[src/common/rst_seq_regs.svh]
`ifndef RST_SEQ_REGS_SVH
`define RST_SEQ_REGS_SVH

// ==================================================================
// Register map
`define RSQ_ADDR_STATUS 4'h0
`define RSQ_ADDR_CTRL 4'h1

// STATUS fields
`define RSQ_ST_BOR_N 0
`define RSQ_ST_POR_N 1
`define RSQ_ST_PD 2
`define RSQ_ST_TO 3
`define RSQ_ST_CAUSE_LSB 4
`define RSQ_ST_CAUSE_MSB 6

// CTRL fields (write: sleep, wdt_clr; read: sleeping, waking, state)
`define RSQ_CT_SLEEP 0
`define RSQ_CT_WDT_CLR 1
`define RSQ_CT_WAKING 1
`define RSQ_CT_STATE_LSB 2
`define RSQ_CT_STATE_MSB 6

// ==================================================================
// Oscillator select codes
`define RSQ_OSC_RC 2'b11
`define RSQ_OSC_HS 2'b10
`define RSQ_OSC_XT 2'b01
`define RSQ_OSC_LP 2'b00

// ==================================================================
// Timing
`define RSQ_CLK_PERIOD_NS 40
`define RSQ_POWERUP_DELAY_TIMER_TIME_US 72000
`define RSQ_RC_OSC_KHZ 32
`define RSQ_OST_CYCLES 1024
`define RSQ_BOR_MIN_NS 100000
`define RSQ_PIN_FILTER_NS 320

// ==================================================================
// Input pin slots and their idle levels
`define RSQ_IN_SUPPLY 0
`define RSQ_IN_BROWN 1
`define RSQ_IN_PIN 2
`define RSQ_IN_WDT 3
`define RSQ_IN_RC 4
`define RSQ_IN_OSC 5
`define RSQ_PIN_IDLE 6'h04

`endif

[src/common/rst_seq_pkg.sv]
package rst_seq_pkg;

   typedef struct packed {
      logic [1:0] osc_select_field;
      logic powerup_delay_enable_cfg;
      logic brownout_enable_cfg;
   } cfg_s;

   typedef struct packed {
      logic [3:0] addr;
      logic [7:0] wdata;
      logic wr;
      logic rd;
   } bus_req_s;

   typedef enum logic [2:0] {
      CAUSE_POR = 3'h0,
      CAUSE_BOR = 3'h1,
      CAUSE_PIN_RUN = 3'h2,
      CAUSE_PIN_SLEEP = 3'h3,
      CAUSE_WDT_RUN = 3'h4,
      CAUSE_WDT_WAKE = 3'h5,
      CAUSE_IRQ_WAKE = 3'h6
   } cause_e;

   typedef enum logic [4:0] {
      ST_RUN = 5'b00001,
      ST_BOR_WAIT = 5'b00010,
      ST_POWERUP_DELAY_TIMER = 5'b00100,
      ST_OST = 5'b01000,
      ST_WDT_RST = 5'b10000
   } seq_state_e;

endpackage

[src/core/pin_conditioner.sv]
`timescale 1ns/1ps
module pin_conditioner
#(
   parameter int FILT_CYC = 1,
   parameter bit IDLE = 1'b0
)
(
   // Clock and reset
   input wire logic clk,
   input wire logic srst,
   // Asynchronous pin in, filtered level out
   input wire logic pin,
   output logic q
);
   localparam int CW = $clog2(FILT_CYC + 1);
   logic meta;
   logic sync;
   logic [CW-1:0] cnt;

   // ===============================================================
   // Two-stage synchroniser; only sync reads meta
   always_ff @(posedge clk)
   begin
      if (srst)
      begin
         meta <= IDLE;
         sync <= IDLE;
      end
      else
      begin
         meta <= pin;
         sync <= meta;
      end
   end

   // ===============================================================
   // Level must differ for FILT_CYC cycles before it is accepted
   always_ff @(posedge clk)
   begin
      if (srst)
      begin
         q <= IDLE;
         cnt <= '0;
      end
      else if (sync == q)
         cnt <= '0;
      else if (cnt == CW'(FILT_CYC - 1))
      begin
         q <= sync;
         cnt <= '0;
      end
      else
         cnt <= cnt + 1'b1;
   end
endmodule

[src/core/down_counter.sv]
`timescale 1ns/1ps
module down_counter
#(
   parameter int W = 12
)
(
   // Clock and reset
   input wire logic clk,
   input wire logic srst,
   // Control
   input wire logic load,
   input wire logic [W-1:0] load_val,
   input wire logic tick,
   // Status
   output logic done
);
   logic [W-1:0] cnt;

   assign done = (cnt == '0);

   // ===============================================================
   // Reload wins over counting; stops at zero
   always_ff @(posedge clk)
   begin
      if (srst)
         cnt <= '0;
      else if (load)
         cnt <= load_val;
      else if (tick && !done)
         cnt <= cnt - 1'b1;
   end
endmodule

[src/core/reset_and_startup_sequencer.sv]
`timescale 1ns/1ps
`include "rst_seq_regs.svh"
// Operation
// - Distinguish seven reset causes
// - Some registers keep contents except power-on
// - Watchdog wake-up leaves registers untouched
// - Timeout and sleep flags encode the cause
// - Filter short pulses on reset pin
// - Watchdog reset never drives reset pin
// - Supply rise makes power-on reset
// - Power-up delay holds reset after power-on
// - Power-up delay clocked by internal RC
// - Config bit enables power-up delay
// - Start-up count follows power-up delay
// - Start-up count only crystal modes
// - Brown-out enable gates brown-out reset
// - Brown-out needs minimum low duration
// - Hold until supply recovers, then delay
// - New dip restarts brown-out sequence
// - Brown-out enable forces power-up delay
// - Release after last applicable stage
// - Pin release starts run at once
// - Oscillator select field encoding
// - Power-up delay enable is active low
module reset_and_startup_sequencer
#(
   parameter int POWERUP_DELAY_TIMER_TICKS = `RSQ_POWERUP_DELAY_TIMER_TIME_US * `RSQ_RC_OSC_KHZ / 1000,
   parameter int OST_CYCLES = `RSQ_OST_CYCLES,
   parameter int BOR_CYCLES =
      (`RSQ_BOR_MIN_NS + `RSQ_CLK_PERIOD_NS - 1) / `RSQ_CLK_PERIOD_NS,
   parameter int PIN_FILT_CYCLES =
      (`RSQ_PIN_FILTER_NS + `RSQ_CLK_PERIOD_NS - 1) / `RSQ_CLK_PERIOD_NS
)
(
   // Clock and reset
   input wire logic CORE_CLK,
   input wire logic SRST,
   // Configuration word
   input wire rst_seq_pkg::cfg_s CFG,
   // Asynchronous reset sources and clocks
   input wire logic SUPPLY_RISE,
   input wire logic BROWNOUT_LOW,
   input wire logic EXT_RST_N,
   input wire logic WDT_TIMEOUT,
   input wire logic RC_OSC,
   input wire logic OSC_IN,
   // Core events
   input wire logic WAKE_IRQ,
   // Register port
   input wire rst_seq_pkg::bus_req_s REQ,
   output logic [7:0] RDATA,
   // Reset outputs
   output logic CORE_RST,
   output logic COLD_RST,
   output logic CORE_STALL,
   output rst_seq_pkg::cause_e RST_CAUSE
);
   import rst_seq_pkg::*;

   localparam int NPIN = 6;
   localparam int PW = $clog2(POWERUP_DELAY_TIMER_TICKS + 1);
   localparam int OW = $clog2(OST_CYCLES + 1);
   localparam int BW = $clog2(BOR_CYCLES + 1);

   logic [NPIN-1:0] pin_raw;
   logic [NPIN-1:0] pin_q;
   logic [NPIN-1:0] pin_d;
   logic [NPIN-1:0] rise;
   seq_state_e state;
   seq_state_e next_state;
   logic waking;
   logic next_waking;
   logic sleeping;
   logic next_sleeping;
   logic por_pend;
   logic por_seq;
   logic next_por_seq;
   logic to_flag;
   logic pd_flag;
   logic por_n;
   logic bor_n;
   logic next_to;
   logic next_pd;
   logic next_por_n;
   logic next_bor_n;
   cause_e next_cause;
   logic next_core_rst;
   logic powerup_delay_timer_done;
   logic ost_done;
   logic bor_done;

   // ===============================================================
   // Decoding helpers
   function automatic logic is_crystal(input cfg_s c);
      is_crystal = (c.osc_select_field != `RSQ_OSC_RC);
   endfunction

   function automatic seq_state_e first_stage(input cfg_s c,
                                             input logic powerup_delay_timer);
      if (powerup_delay_timer)
         first_stage = ST_POWERUP_DELAY_TIMER;
      else if (is_crystal(c))
         first_stage = ST_OST;
      else
         first_stage = ST_RUN;
   endfunction

   // ===============================================================
   // Input conditioning
   assign pin_raw = {OSC_IN, RC_OSC, WDT_TIMEOUT, EXT_RST_N,
                     BROWNOUT_LOW, SUPPLY_RISE};

   generate
      for (genvar i = 0; i < NPIN; i++)
      begin : g_in
         pin_conditioner #(
            .FILT_CYC(i == `RSQ_IN_PIN ? PIN_FILT_CYCLES : 1),
            .IDLE(i == `RSQ_IN_PIN)
         ) u_cond (
            .clk(CORE_CLK),
            .srst(SRST),
            .pin(pin_raw[i]),
            .q(pin_q[i])
         );
      end
   endgenerate

   always_ff @(posedge CORE_CLK)
   begin
      if (SRST)
         pin_d <= `RSQ_PIN_IDLE;
      else
         pin_d <= pin_q;
   end

   assign rise = pin_q & ~pin_d;

   wire supply_evt = rise[`RSQ_IN_SUPPLY];
   wire por_evt = supply_evt | por_pend;
   wire bo_low = pin_q[`RSQ_IN_BROWN] & CFG.brownout_enable_cfg;
   wire pin_low = ~pin_q[`RSQ_IN_PIN];
   wire pin_evt = pin_low & pin_d[`RSQ_IN_PIN];
   wire wdt_evt = rise[`RSQ_IN_WDT];
   wire rc_tick = rise[`RSQ_IN_RC];
   wire osc_tick = rise[`RSQ_IN_OSC];

   // Delay in use when enabled low, or forced by brown-out enable
   wire use_powerup_delay_timer = !CFG.powerup_delay_enable_cfg
                   || CFG.brownout_enable_cfg;
   wire bor_evt = bo_low && bor_done && state != ST_BOR_WAIT;
   wire in_run = (state == ST_RUN);
   wire wdt_run = wdt_evt && in_run && !sleeping;
   wire wake_evt = sleeping && in_run && (wdt_evt || WAKE_IRQ);

   // ===============================================================
   // Register port decode
   wire wr_status = REQ.wr && REQ.addr == `RSQ_ADDR_STATUS;
   wire wr_ctrl = REQ.wr && REQ.addr == `RSQ_ADDR_CTRL;
   wire sleep_req = wr_ctrl && REQ.wdata[`RSQ_CT_SLEEP] && in_run
                    && !CORE_RST && !sleeping;
   wire wdt_clr = wr_ctrl && REQ.wdata[`RSQ_CT_WDT_CLR];
   wire [7:0] status_rd = {1'b0, RST_CAUSE, to_flag, pd_flag, por_n, bor_n};
   wire [7:0] ctrl_rd = {1'b0, state, waking, sleeping};
   wire [7:0] rd_mux = (REQ.addr == `RSQ_ADDR_STATUS) ? status_rd :
                       (REQ.addr == `RSQ_ADDR_CTRL) ? ctrl_rd : 8'h00;

   // ===============================================================
   // Delay timers
   down_counter #(.W(PW)) u_powerup_delay_timer (
      .clk(CORE_CLK),
      .srst(SRST),
      .load(next_state == ST_POWERUP_DELAY_TIMER && (state != ST_POWERUP_DELAY_TIMER || por_evt)),
      .load_val(PW'(POWERUP_DELAY_TIMER_TICKS)),
      .tick(rc_tick),
      .done(powerup_delay_timer_done)
   );

   down_counter #(.W(OW)) u_ost (
      .clk(CORE_CLK),
      .srst(SRST),
      .load(next_state == ST_OST && (state != ST_OST || por_evt)),
      .load_val(OW'(OST_CYCLES)),
      .tick(osc_tick),
      .done(ost_done)
   );

   // Held loaded while the supply is good, so a dip is timed afresh
   down_counter #(.W(BW)) u_bor (
      .clk(CORE_CLK),
      .srst(SRST),
      .load(!bo_low),
      .load_val(BW'(BOR_CYCLES)),
      .tick(1'b1),
      .done(bor_done)
   );

   // ===============================================================
   // Sequencer
   always_comb
   begin
      next_state = state;
      next_waking = waking;
      case (state)
         ST_RUN:
         begin
            if (wdt_run)
               next_state = ST_WDT_RST;
            else if (wake_evt && is_crystal(CFG))
            begin
               next_state = ST_OST;
               next_waking = 1'b1;
            end
         end
         ST_BOR_WAIT:
            if (!bo_low)
               next_state = ST_POWERUP_DELAY_TIMER;
         ST_POWERUP_DELAY_TIMER:
         begin
            if (bo_low)
               next_state = ST_BOR_WAIT;
            else if (powerup_delay_timer_done)
               next_state = is_crystal(CFG) ? ST_OST : ST_RUN;
         end
         ST_OST:
            if (ost_done)
            begin
               next_state = ST_RUN;
               next_waking = 1'b0;
            end
         ST_WDT_RST:
            next_state = ST_RUN;
         default:
            next_state = ST_RUN;
      endcase
      if (pin_evt)
         next_waking = 1'b0;
      if (bor_evt)
      begin
         next_state = ST_BOR_WAIT;
         next_waking = 1'b0;
      end
      if (por_evt)
      begin
         next_state = first_stage(CFG, use_powerup_delay_timer);
         next_waking = 1'b0;
      end
   end

   assign next_sleeping = (por_evt || bor_evt || pin_evt || wake_evt)
                          ? 1'b0 : (sleeping || sleep_req);
   assign next_por_seq = (por_evt || por_seq) && next_state != ST_RUN;

   // Wake-up start-up count stalls the core but keeps its state
   assign next_core_rst = pin_low
      || (next_state != ST_RUN && !next_waking);

   // ===============================================================
   // Status flags; hardware events are applied last so they win
   always_comb
   begin
      next_to = to_flag;
      next_pd = pd_flag;
      next_cause = RST_CAUSE;
      next_por_n = por_n | (wr_status & REQ.wdata[`RSQ_ST_POR_N]);
      next_bor_n = bor_n | (wr_status & REQ.wdata[`RSQ_ST_BOR_N]);
      if (sleep_req)
      begin
         next_to = 1'b1;
         next_pd = 1'b0;
      end
      if (wdt_clr)
      begin
         next_to = 1'b1;
         next_pd = 1'b1;
      end
      if (wake_evt)
      begin
         next_to = !wdt_evt;
         next_pd = 1'b0;
         next_cause = wdt_evt ? CAUSE_WDT_WAKE : CAUSE_IRQ_WAKE;
      end
      if (pin_evt)
      begin
         if (sleeping)
         begin
            next_to = 1'b1;
            next_pd = 1'b0;
         end
         next_cause = sleeping ? CAUSE_PIN_SLEEP : CAUSE_PIN_RUN;
      end
      if (wdt_run)
      begin
         next_to = 1'b0;
         next_pd = 1'b1;
         next_cause = CAUSE_WDT_RUN;
      end
      if (bor_evt)
      begin
         next_to = 1'b1;
         next_pd = 1'b1;
         next_bor_n = 1'b0;
         next_cause = CAUSE_BOR;
      end
      if (por_evt)
      begin
         next_to = 1'b1;
         next_pd = 1'b1;
         next_por_n = 1'b0;
         next_cause = CAUSE_POR;
      end
   end

   // ===============================================================
   // State registers
   always_ff @(posedge CORE_CLK)
   begin
      if (SRST)
      begin
         state <= ST_RUN;
         waking <= 1'b0;
         sleeping <= 1'b0;
         por_pend <= 1'b1;
         por_seq <= 1'b1;
      end
      else
      begin
         state <= next_state;
         waking <= next_waking;
         sleeping <= next_sleeping;
         por_pend <= 1'b0;
         por_seq <= next_por_seq;
      end
   end

   always_ff @(posedge CORE_CLK)
   begin
      if (SRST)
      begin
         to_flag <= 1'b1;
         pd_flag <= 1'b1;
         por_n <= 1'b0;
         bor_n <= 1'b0;
         RST_CAUSE <= CAUSE_POR;
      end
      else
      begin
         to_flag <= next_to;
         pd_flag <= next_pd;
         por_n <= next_por_n;
         bor_n <= next_bor_n;
         RST_CAUSE <= next_cause;
      end
   end

   // ===============================================================
   // Outputs
   // Cold reset marks persistent storage as invalid; nothing else
   // clears that storage, so warm resets leave it intact
   always_ff @(posedge CORE_CLK)
   begin
      if (SRST)
      begin
         CORE_RST <= 1'b1;
         COLD_RST <= 1'b1;
         CORE_STALL <= 1'b0;
         RDATA <= 8'h00;
      end
      else
      begin
         CORE_RST <= next_core_rst;
         COLD_RST <= next_por_seq;
         CORE_STALL <= next_sleeping || (next_state == ST_OST && next_waking);
         RDATA <= REQ.rd ? rd_mux : 8'h00;
      end
   end
endmodule

[config.mk]
export PLATFORM = sky130hd
export DESIGN_NAME = reset_and_startup_sequencer
export DESIGN_NICKNAME = d
export VERILOG_FILES = /design/src/common/rst_seq_pkg.sv /design/src/core/pin_conditioner.sv /design/src/core/down_counter.sv /design/src/core/reset_and_startup_sequencer.sv
export VERILOG_INCLUDE_DIRS = /design/src /design/src/common
export SDC_FILE = /design/constraint.sdc
export NUM_CORES = 1
export LEC_CHECK = 0
export ABC_AREA = 0
export BUFFER_PORTS_ARGS = -buffer_cell sky130_fd_sc_hd__buf_2
export CAP_MARGIN = 20
export CORE_UTILIZATION = 35
export CTS_BUF_LIST = sky130_fd_sc_hd__clkbuf_4 sky130_fd_sc_hd__clkbuf_8 sky130_fd_sc_hd__clkbuf_16
export DETAILED_ROUTE_END_ITERATION = 16
export PLACE_DENSITY_LB_ADDON = 0.1
export SYNTH_ARGS = -nofsm -noshare
export SYNTH_HDL_FRONTEND = slang
export SYNTH_SLANG_ARGS = --single-unit
[constraint.sdc]
create_clock -name CORE_CLK -period 2 [get_ports CORE_CLK]
set_input_delay 0.4 -clock CORE_CLK [delete_from_list [all_inputs] [get_ports CORE_CLK]]
set_output_delay 0.4 -clock CORE_CLK [all_outputs]
set_load 0.05 [all_outputs]
[Word-level counts from Yosys, hierarchy flattened]
Cells that the tools add are included.
Operators by class
  bitwise logic cells: 23
  multiplexer cells: 45
  eq/ne operators: 20
  add/subtract/negate cells: 9
  reductions and logical operators: 69
Operators with widths (count)
  12-bit two-way mux: 4
  5-bit two-way mux: 8
  12-bit logical NOT: 2
  3-bit OR reduction: 8
  12-bit by 1-bit subtractor with 12-bit output, second input constant: 2
  11-bit two-way mux: 2
  1-bit logical AND: 21
  1-bit two-way mux: 21
  5-bit case mux with 4 select lines: 1
  7-bit two-way mux: 2
  1-bit inverter: 14
  2-bit AND reduction: 6
  2-bit OR reduction: 6
  11-bit logical NOT: 1
  1-bit logical OR: 11
  11-bit by 1-bit subtractor with 11-bit output, second input constant: 1
  5-bit by 3-bit == test with 1-bit output, second input constant: 2
  5-bit by 4-bit == test with 1-bit output, second input constant: 2
  3-bit two-way mux: 3
  4-bit two-way mux: 2
  1-bit logical NOT: 7
  6-bit bitwise AND: 1
  1-bit == test: 6
  6-bit inverter: 1
  20 further kinds: 32
Storage, ports and cells
  register bits after elaboration: 94
  output and inout port bits: 14
  input port bits: 27
  logic and storage cells: 213

[Longest topological paths before layout]
Gate-level depths: netlist of run 1.
  word-level depth: 14
  mapped depth: 8

[Hierarchy]
A second synthesis of run 1 with hierarchy kept.
Second synthesis, totals
  cell total of the unflattened synthesis: 502
  area total of the unflattened synthesis: 4501.8 µm²
Modules (own cells, without submodules)
  down_counter (u_bor ...): area each 753.2 µm², times used 2, cells each 90, sequential area each 240.2 µm²
  reset_and_startup_sequencer: area each 1496.4 µm², times used 1, cells each 176, sequential area each 600.6 µm²
  down_counter (u_ost): area each 674.4 µm², times used 1, cells each 77, sequential area each 220.2 µm²
  pin_conditioner (g_in[0].u_cond ...): area each 115.1 µm², times used 5, cells each 9, sequential area each 80.1 µm²
  pin_conditioner (g_in[2].u_cond): area each 249.0 µm², times used 1, cells each 24, sequential area each 140.1 µm²

[Least setup slack after synthesis of run 1]
No wires, ideal clock.
  kind: reg2reg
  start point: register u_bor.cnt[0]
  end point: register u_bor.cnt[7]
  setup slack: -53 ps
  stages on the path, launching flop included: 9
  library setup time: 132 ps
  data required time: 1868 ps
  data arrival time: 1921 ps
  cells stage by stage: dfxtp_1 inv_1 ha_1 nor3b_1 and3_1 buf_1 or3b_2 xor2_1 a21oi_1
On the way
  cells in the longest elaborated chain, start to end: 3
  elaborated cells on any way between the ends: 5
  classes of those cells: add/sub (1); eq/ne (1); mux (2); reduce/logical (1)
RTL lines
  from (decl): line down_counter.sv:17  | logic [W-1:0] cnt;
  from (signal assigned): line down_counter.sv:28  | cnt <= load_val;
  from (signal assigned): line down_counter.sv:30  | cnt <= cnt - 1'b1;
  12-bit by 1-bit subtractor with 12-bit output: line down_counter.sv:30
  12-bit two-way mux: line down_counter.sv:29  | else if (tick && !done)
  12-bit two-way mux: line down_counter.sv:27  | else if (load)
Several ways; a longest one is shown, not always the timed one. The select of a mux whose other input is x is not followed.
A chain may end at the register's enable or synchronous reset.

[Worst setup path in the final report of run 1]
  start point: register state[2]
  end point: register u_ost.cnt[5]
On the way
  cells in the longest elaborated chain, start to end: 12
  elaborated cells on any way between the ends: 25
  classes of those cells: eq/ne (7); mux (9); reduce/logical (9)
RTL lines
  from (decl): line reset_and_startup_sequencer.sv:69  | seq_state_e state;
  from (signal assigned): line reset_and_startup_sequencer.sv:327  | state <= next_state;
  5-bit by 1-bit == test with 1-bit output: line reset_and_startup_sequencer.sv:151, reset_and_startup_sequencer.sv:203
  1-bit logical AND (2 in a row): line reset_and_startup_sequencer.sv:153  | wire wake_evt = sleeping && in_run && (wdt_evt || WAKE_IRQ);
  1-bit logical AND: line reset_and_startup_sequencer.sv:208  | else if (wake_evt && is_crystal(CFG))
  5-bit two-way mux: line reset_and_startup_sequencer.sv:208
  5-bit two-way mux: line reset_and_startup_sequencer.sv:206  | if (wdt_run)
  5-bit case mux with 4 select lines: line reset_and_startup_sequencer.sv:203  | case (state)
  5-bit two-way mux: line reset_and_startup_sequencer.sv:237  | if (bor_evt)
  5-bit two-way mux: line reset_and_startup_sequencer.sv:242  | if (por_evt)
  5-bit by 4-bit == test with 1-bit output: line reset_and_startup_sequencer.sv:181  | .load(next_state == ST_OST && (state != ST_OST || por_evt)),
  1-bit logical AND (*): line reset_and_startup_sequencer.sv:181
  2-bit OR reduction (no source line) (*)
  to (signal assigned): line down_counter.sv:28
  to (signal assigned): line down_counter.sv:30
  to (decl): line down_counter.sv:17
Every way passes the cells marked *; elsewhere a longest branch is shown, timed or not.

==> impl_metrics.env, run 1 <==
export IMPL_worstRegToRegCells=6
export IMPL_fin_nets=554
export IMPL_cts_tree="built"
export IMPL_finalNonFillerCells=666
export IMPL_synth_edf_count=0
export IMPL_hold_depth=2
export IMPL_cp_startpoint="state[2]"
export IMPL_regArea_mm2=0.001849
export IMPL_hold_viol_final=0
export IMPL_cts_buffers=9
export IMPL_areaGrowthSynthToFinish_pct=34.79
export IMPL_path_max_fanout=6
export IMPL_drtPass1Iterations=4
export IMPL_ys_seq_area_frac=0.4626
export IMPL_die_h_um=108.7
export IMPL_synthFlopType="dfxtp_1"
export IMPL_wirelength_mm=9.631
export IMPL_n_antenna_cell=0
export IMPL_drv_slew=0
export IMPL_clockRootBuffer="clkbuf_16"
export IMPL_critPathKind="reg -> reg"
export IMPL_grt_pass1_vias=3092
export IMPL_worst_slew_pin_slew_ns=0.5452
export IMPL_initial_core_util=0.3625
export IMPL_synth_largest_area_cell="dfxtp_1"
export IMPL_min_period_over_period=0.9918
export IMPL_syn_avg_cell_area_um2=9.525
export IMPL_htree_num_levels=3
export IMPL_layout_common_cells="86 x dfxtp_1, 63 x buf_4, 36 x nor2_1"
export IMPL_ys_warn_count=0
export IMPL_cts_hold_buf=0
export IMPL_min_period_ns=1.984
export IMPL_cts_buffer_depth=2
export IMPL_cts_sinks=92
export IMPL_antenna_found_initial=0
export IMPL_die_area_mm2=0.01181
export IMPL_final_common_cell="dfxtp_1"
export IMPL_arrival_ns=2.19
export IMPL_slew_headroom=0.6357
export IMPL_async_reset_ff_frac=0
export IMPL_p_leak_nw=2.150
export IMPL_power_density_mw_per_mm2=797.0
export IMPL_synthCells=418
export IMPL_ys_top_cells_by_area="dfxtp_1 46%, a211oi_1 4.5%, xor2_1 3.7%"
export IMPL_dp_hpwl_mm=6.388
export IMPL_chipWidth_um=108.7
export IMPL_crit_end="u_ost.cnt[5]"
export IMPL_wl_per_cell_um=14.46
export IMPL_setup_violations_final=0
export IMPL_fin_skew_ns=0.007187
export IMPL_avgViaCountPerCell=5.069
export IMPL_drtAntennaViolNets=0
export IMPL_r2r_setup_slack_ns=0.02
export IMPL_timing_rr_end="u_ost.cnt[5]"
export IMPL_cp_end_kind="flop"
export IMPL_start_kind="flop"
export IMPL_drc=0
export IMPL_vdd_drop_max_v=0.0006942
export IMPL_cts_reportedPaths_clkPinSlew_ns=0.07
export IMPL_grt_max_degree=21
export IMPL_cp_data_required_time_ns=2.21
export IMPL_io_buffers=33
export IMPL_fp_row_count=38
export IMPL_run_status="completed"
export IMPL_grt_usage=0.1674
export IMPL_num_vias=3376
export IMPL_worstSkewPairLatency_ns=0.34
export IMPL_drive_gt1_frac=0.3232
export IMPL_drt_iter0_markers=122
export IMPL_gp_congestion=0.8137
export IMPL_grt_overflow_total=0
export IMPL_yosysUniqueCellTypes=65
export IMPL_grt_pass1_wl_mm=15.06
export IMPL_fillCellCount=1052
export IMPL_synth_seq_cells=92
export IMPL_dp_cells=641
export IMPL_holdCritPathClass="in -> reg"
export IMPL_synth_top_area_share=0.4626
export IMPL_drv_cap=0
export IMPL_r2r_start="state[2]"
export IMPL_ios=41
export IMPL_max_freq_ghz=0.5041
export IMPL_multiInputGateArea_mm2=0.002237
export IMPL_rsz0062_at_grt="yes"
export IMPL_coreArea_mm2=0.01098
export IMPL_post_route_util=0.4886
export IMPL_synth_area_mm2=0.003981
-- critical path, stage by stage (launching register included) --
cell and delay, ns:
dfxtp_2 0.34, or4b_4 0.55, a2111o_1 0.37, a21oi_4 0.18, buf_6 0.12, o32a_4 0.21, a211oi_1 0.09
-- power breakdown --
group          internal, mW  switching, mW
Clock                  1.21          0.692
Combinational         0.223          0.237
Sequential             1.88         0.0325
Total                  3.32          0.961
-- area by class of cell --
type / instances / share of cell area
clock buffers: 13 / 0.05106
inverters: 11 / 0.007694
flip-flops and latches: 92 / 0.3446
repair buffers: 102 / 0.1345
multi-input cells: 305 / 0.4169
clock inverters: 3 / 0.01259
well taps: 140 / 0.03264
-- what timing repair did --
item                       CTS  global route
gates cloned                 2             0
pin swaps                   10             7
gates resized for setup     20            30
setup endpoints to repair   29            33
buffers inserted             6             1
-- through the flow --
stage          power (mW)  setup TNS (ns)  setup WS, ns  cell area [um^2]  hold WS [ns]
2_1_floorplan       2.187               0       0.01314              4005        0.3895
3_3_place_gp        2.335          -1.074       -0.1021              4723        0.3936
3_5_place_dp        2.338          -1.266       -0.1354              4723        0.4031
4_1_cts             4.300      -0.0009868    -0.0009868              5219        0.2262
5_1_grt             4.463         -0.3037      -0.05505              5366        0.2342
6_report            4.277               0       0.01630              5366        0.2371
-- flip-flops by register name, summed over array words and instances (netlist names) --
register and cells:
u_ost.cnt 11, g_in.u_cond.q 6, g_in.u_cond.sync 6, sleeping 1
bor_n 1, to_flag 1, pd_flag 1, por_pend 1
state 5, CORE_STALL 1, RST_CAUSE 3, pin_d 5
u_powerup_delay_timer.cnt 12, waking 1, g_in.u_cond.meta 6, CORE_RST 1
por_n 1, u_bor.cnt 12, g_in.u_cond.cnt 9, COLD_RST 1
RDATA 7
-- synth_stat cells (9+ instances only) --
cell and instances:
a211oi_1 24, a21oi_1 11, dfxtp_1 92, inv_1 10, mux2i_1 9, nand2_1 27, nand3_1 9, nor2_1 36
nor2b_1 17, nor3_1 18, xnor2_1 14, xor2_1 17
-- worst min path at each step --
| stage | start | endpoint | slack [ns] |
|---|---|---|---|
| 2_1_floorplan | g_in[2].u_cond.meta | g_in[2].u_cond.sync | 0.39 |
| 3_3_place_gp | g_in[2].u_cond.meta | g_in[2].u_cond.sync | 0.39 |
| 3_5_place_dp | g_in[2].u_cond.meta | g_in[2].u_cond.sync | 0.40 |
| 4_1_cts | EXT_RST_N | g_in[2].u_cond.meta | 0.23 |
| 5_1_grt | EXT_RST_N | g_in[2].u_cond.meta | 0.23 |
| 6_report | EXT_RST_N | g_in[2].u_cond.meta | 0.24 |
-- logic make-up (layout without fill, tap and decap cells) --
logic type / after synthesis / after routing / synth area share
AOI/OAI and AO/OA: 87 / 88 / 0.1637
buffers and inverters: 27 / 129 / 0.03363
muxes: 9 / 9 / 0.02263
DFF: 92 / 92 / 0.4626
other: 1 / 6 / 0.0009419
xor gates and xnor gates: 31 / 31 / 0.06820
and+or+nand+nor: 165 / 165 / 0.2294
adders and majority gates: 6 / 6 / 0.01886
-- per-layer routing --
metal / vias up / track usage / part of all wire
met5: - / 0 / 0
met3: 16 / 0.03108 / 0.029
met4: 0 / 0.08108 / 0.021
li1: 1722 / - / -
met1: 1582 / 0.2305 / 0.50
met2: 56 / 0.2509 / 0.45
(Power assumes the default switching activity.)
==> inputs of run 2 (changes only) <==
Clock period 2 ns to 1.7 ns, I/O delays scaled along.
==> run 2 against run 1 <==
  * The run now ends with setup timing left
  * Cell count increased by 4.5%
  * Worst setup slack got worse by 0.25 ns
  * Highest routed layer unchanged
  * Final area rose by 8.2%
  * Sequential share of layout area down 2.6 points
  * Routed wire length rose by 5.8%
  * Power is 15% higher
  * Utilization rose by 4.0 points
==> impl_metrics.env, run 2 (synthesized netlist as in run 1, its figures left out) <==
export IMPL_min_period_ns=1.937
export IMPL_drv_slew=0
export IMPL_holdCritPathClass="in -> reg"
export IMPL_dp_hpwl_mm=6.907
export IMPL_max_freq_ghz=0.5161
export IMPL_finalPower_mw=4.908
export IMPL_chipWidth_um=108.7
export IMPL_setup_ws_ns=-0.2375
export IMPL_coreArea_mm2=0.01098
export IMPL_worstSkewPairLatency_ns=0.34
export IMPL_run_status="finished with violations"
export IMPL_layout_common_cells="88 x buf_4, 84 x dfxtp_1, 33 x buf_2"
export IMPL_fp_row_count=38
export IMPL_cp_top_family="compound AO/OA/AOI/OAI gates"
export IMPL_cts_hold_buf=0
export IMPL_cp_startpoint="state[3]"
export IMPL_gp_congestion=0.8004
export IMPL_drc=0
export IMPL_path_max_fanout=6
export IMPL_drv_cap=0
export IMPL_post_route_util=0.5287
export IMPL_cts_buffers=9
export IMPL_antenna_found_initial=0
export IMPL_post_place_ws_ns=-0.3435
export IMPL_drt_iter0_markers=114
export IMPL_die_h_um=108.7
export IMPL_min_period_over_period=1.140
export IMPL_violations="setup timing"
export IMPL_fin_skew_ns=0.005327
export IMPL_critPathKind="reg -> reg"
export IMPL_drtAntennaViolNets=0
export IMPL_grt_pass1_vias=3489
export IMPL_wl_per_cell_um=14.65
export IMPL_initial_core_util=0.3625
export IMPL_wirelength_mm=10.19
export IMPL_num_vias=3511
export IMPL_ios=41
export IMPL_hold_viol_final=0
export IMPL_fin_nets=584
export IMPL_crit_buf_inv=0
export IMPL_grt_pass1_wl_mm=16.82
export IMPL_grt_usage=0.1870
export IMPL_cts_sinks=92
export IMPL_areaGrowthSynthToFinish_pct=45.85
export IMPL_avgViaCountPerCell=5.045
export IMPL_setup_violations_final=38
export IMPL_final_common_cell="buf_4"
export IMPL_cp_end_kind="flop"
export IMPL_crit_chain="or4b_4 -> a2111o_1 -> a21oi_4 -> o32a_4 -> a221oi_1"
export IMPL_critical_path_max_stage_delay_ns=0.57
export IMPL_cts_buffer_depth=2
export IMPL_cts_tree="built"
export IMPL_die_area_mm2=0.01181
export IMPL_grt_max_degree=32
export IMPL_crit_slowest_cell="or4b_4"
export IMPL_fillCellCount=1003
export IMPL_hp_start="EXT_RST_N"
export IMPL_cts_reportedPaths_clkPinSlew_ns=0.06
export IMPL_vdd_drop_max_v=0.0005430
export IMPL_start_kind="flop"
export IMPL_rsz0062_at_grt="yes"
export IMPL_grt_overflow_total=0
export IMPL_cp_data_required_time_ns=1.92
export IMPL_r2r_start="state[3]"
export IMPL_drtPass1Iterations=4
export IMPL_htree_num_levels=3
export IMPL_power_density_mw_per_mm2=845.2
export IMPL_clockRootBuffer="clkbuf_16"
export IMPL_top_regs="u_bor.cnt x12, u_powerup_delay_timer.cnt x12, u_ost.cnt x11"
export IMPL_drive_gt1_frac=0.4173
export IMPL_n_antenna_cell=0
export IMPL_p_leak_nw=2.344
export IMPL_arrival_ns=2.16
export IMPL_io_buffers=33
-- run 2: layer usage --
| layer | up-vias | track usage | routed length [um] |
|---|---|---|---|
| met5 | - | 0 | 0 |
| met4 | 0 | 0.08687 | 196 |
| met3 | 11 | 0.03168 | 287 |
| met2 | 50 | 0.3070 | 4797 |
| met1 | 1674 | 0.2390 | 4910 |
| li1 | 1776 | - | - |
-- run 2: metrics by stage --
step	setup TNS (ns)	hold WS [ns]	std cells	area [um^2]
after floorplan	-5.314	0.3677	423	4138
after global placement	-8.920	0.3911	671	5114
after detailed placement	-10.43	0.3928	671	5114
after CTS	-6.268	0.1642	696	5663
after global routing	-8.569	0.1682	696	5807
final	-6.739	0.1781	696	5807
-- run 2: path summary, 6_finish.rpt --
path	end	slack, ns	cells past startpoint
worst min-delay path	g_in[2].u_cond.meta	0.18	2
worst min register to register	g_in[2].u_cond.sync	0.41	1
worst max-delay path	u_ost.cnt[3]	-0.24	5
worst max register to register	u_ost.cnt[3]	-0.24	5
-- run 2: final cells by class --
| type | instances | area (um^2) | share of cell area |
|---|---|---|---|
| Sequential cell | 92 | 1852 | 0.3189 |
| Clock buffer | 11 | 252.7 | 0.04353 |
| Multi-Input combinational cell | 305 | 2442 | 0.4206 |
| Inverter | 11 | 41.29 | 0.007111 |
| Clock inverter | 5 | 50.05 | 0.008619 |
| Tap cell | 140 | 175.2 | 0.03017 |
| Timing Repair Buffer | 132 | 993.5 | 0.1711 |
-- run 2: where the power goes --
| part | total (mW) | internal (mW) | switching, mW |
|---|---|---|---|
| clock network | 2.05 | 1.21 | 0.840 |
| registers | 2.25 | 2.21 | 0.0350 |
| logic | 0.610 | 0.299 | 0.311 |
-- run 2: timing repair --
action / in CTS / in global routing
setup buffers: 8 / 0
hold endpoints to repair: 0 / 0
endpoints found under the setup margin: 41 / 41
pin swaps: 19 / 16
gates cloned: 1 / 0
gates resized for setup: 40 / 31
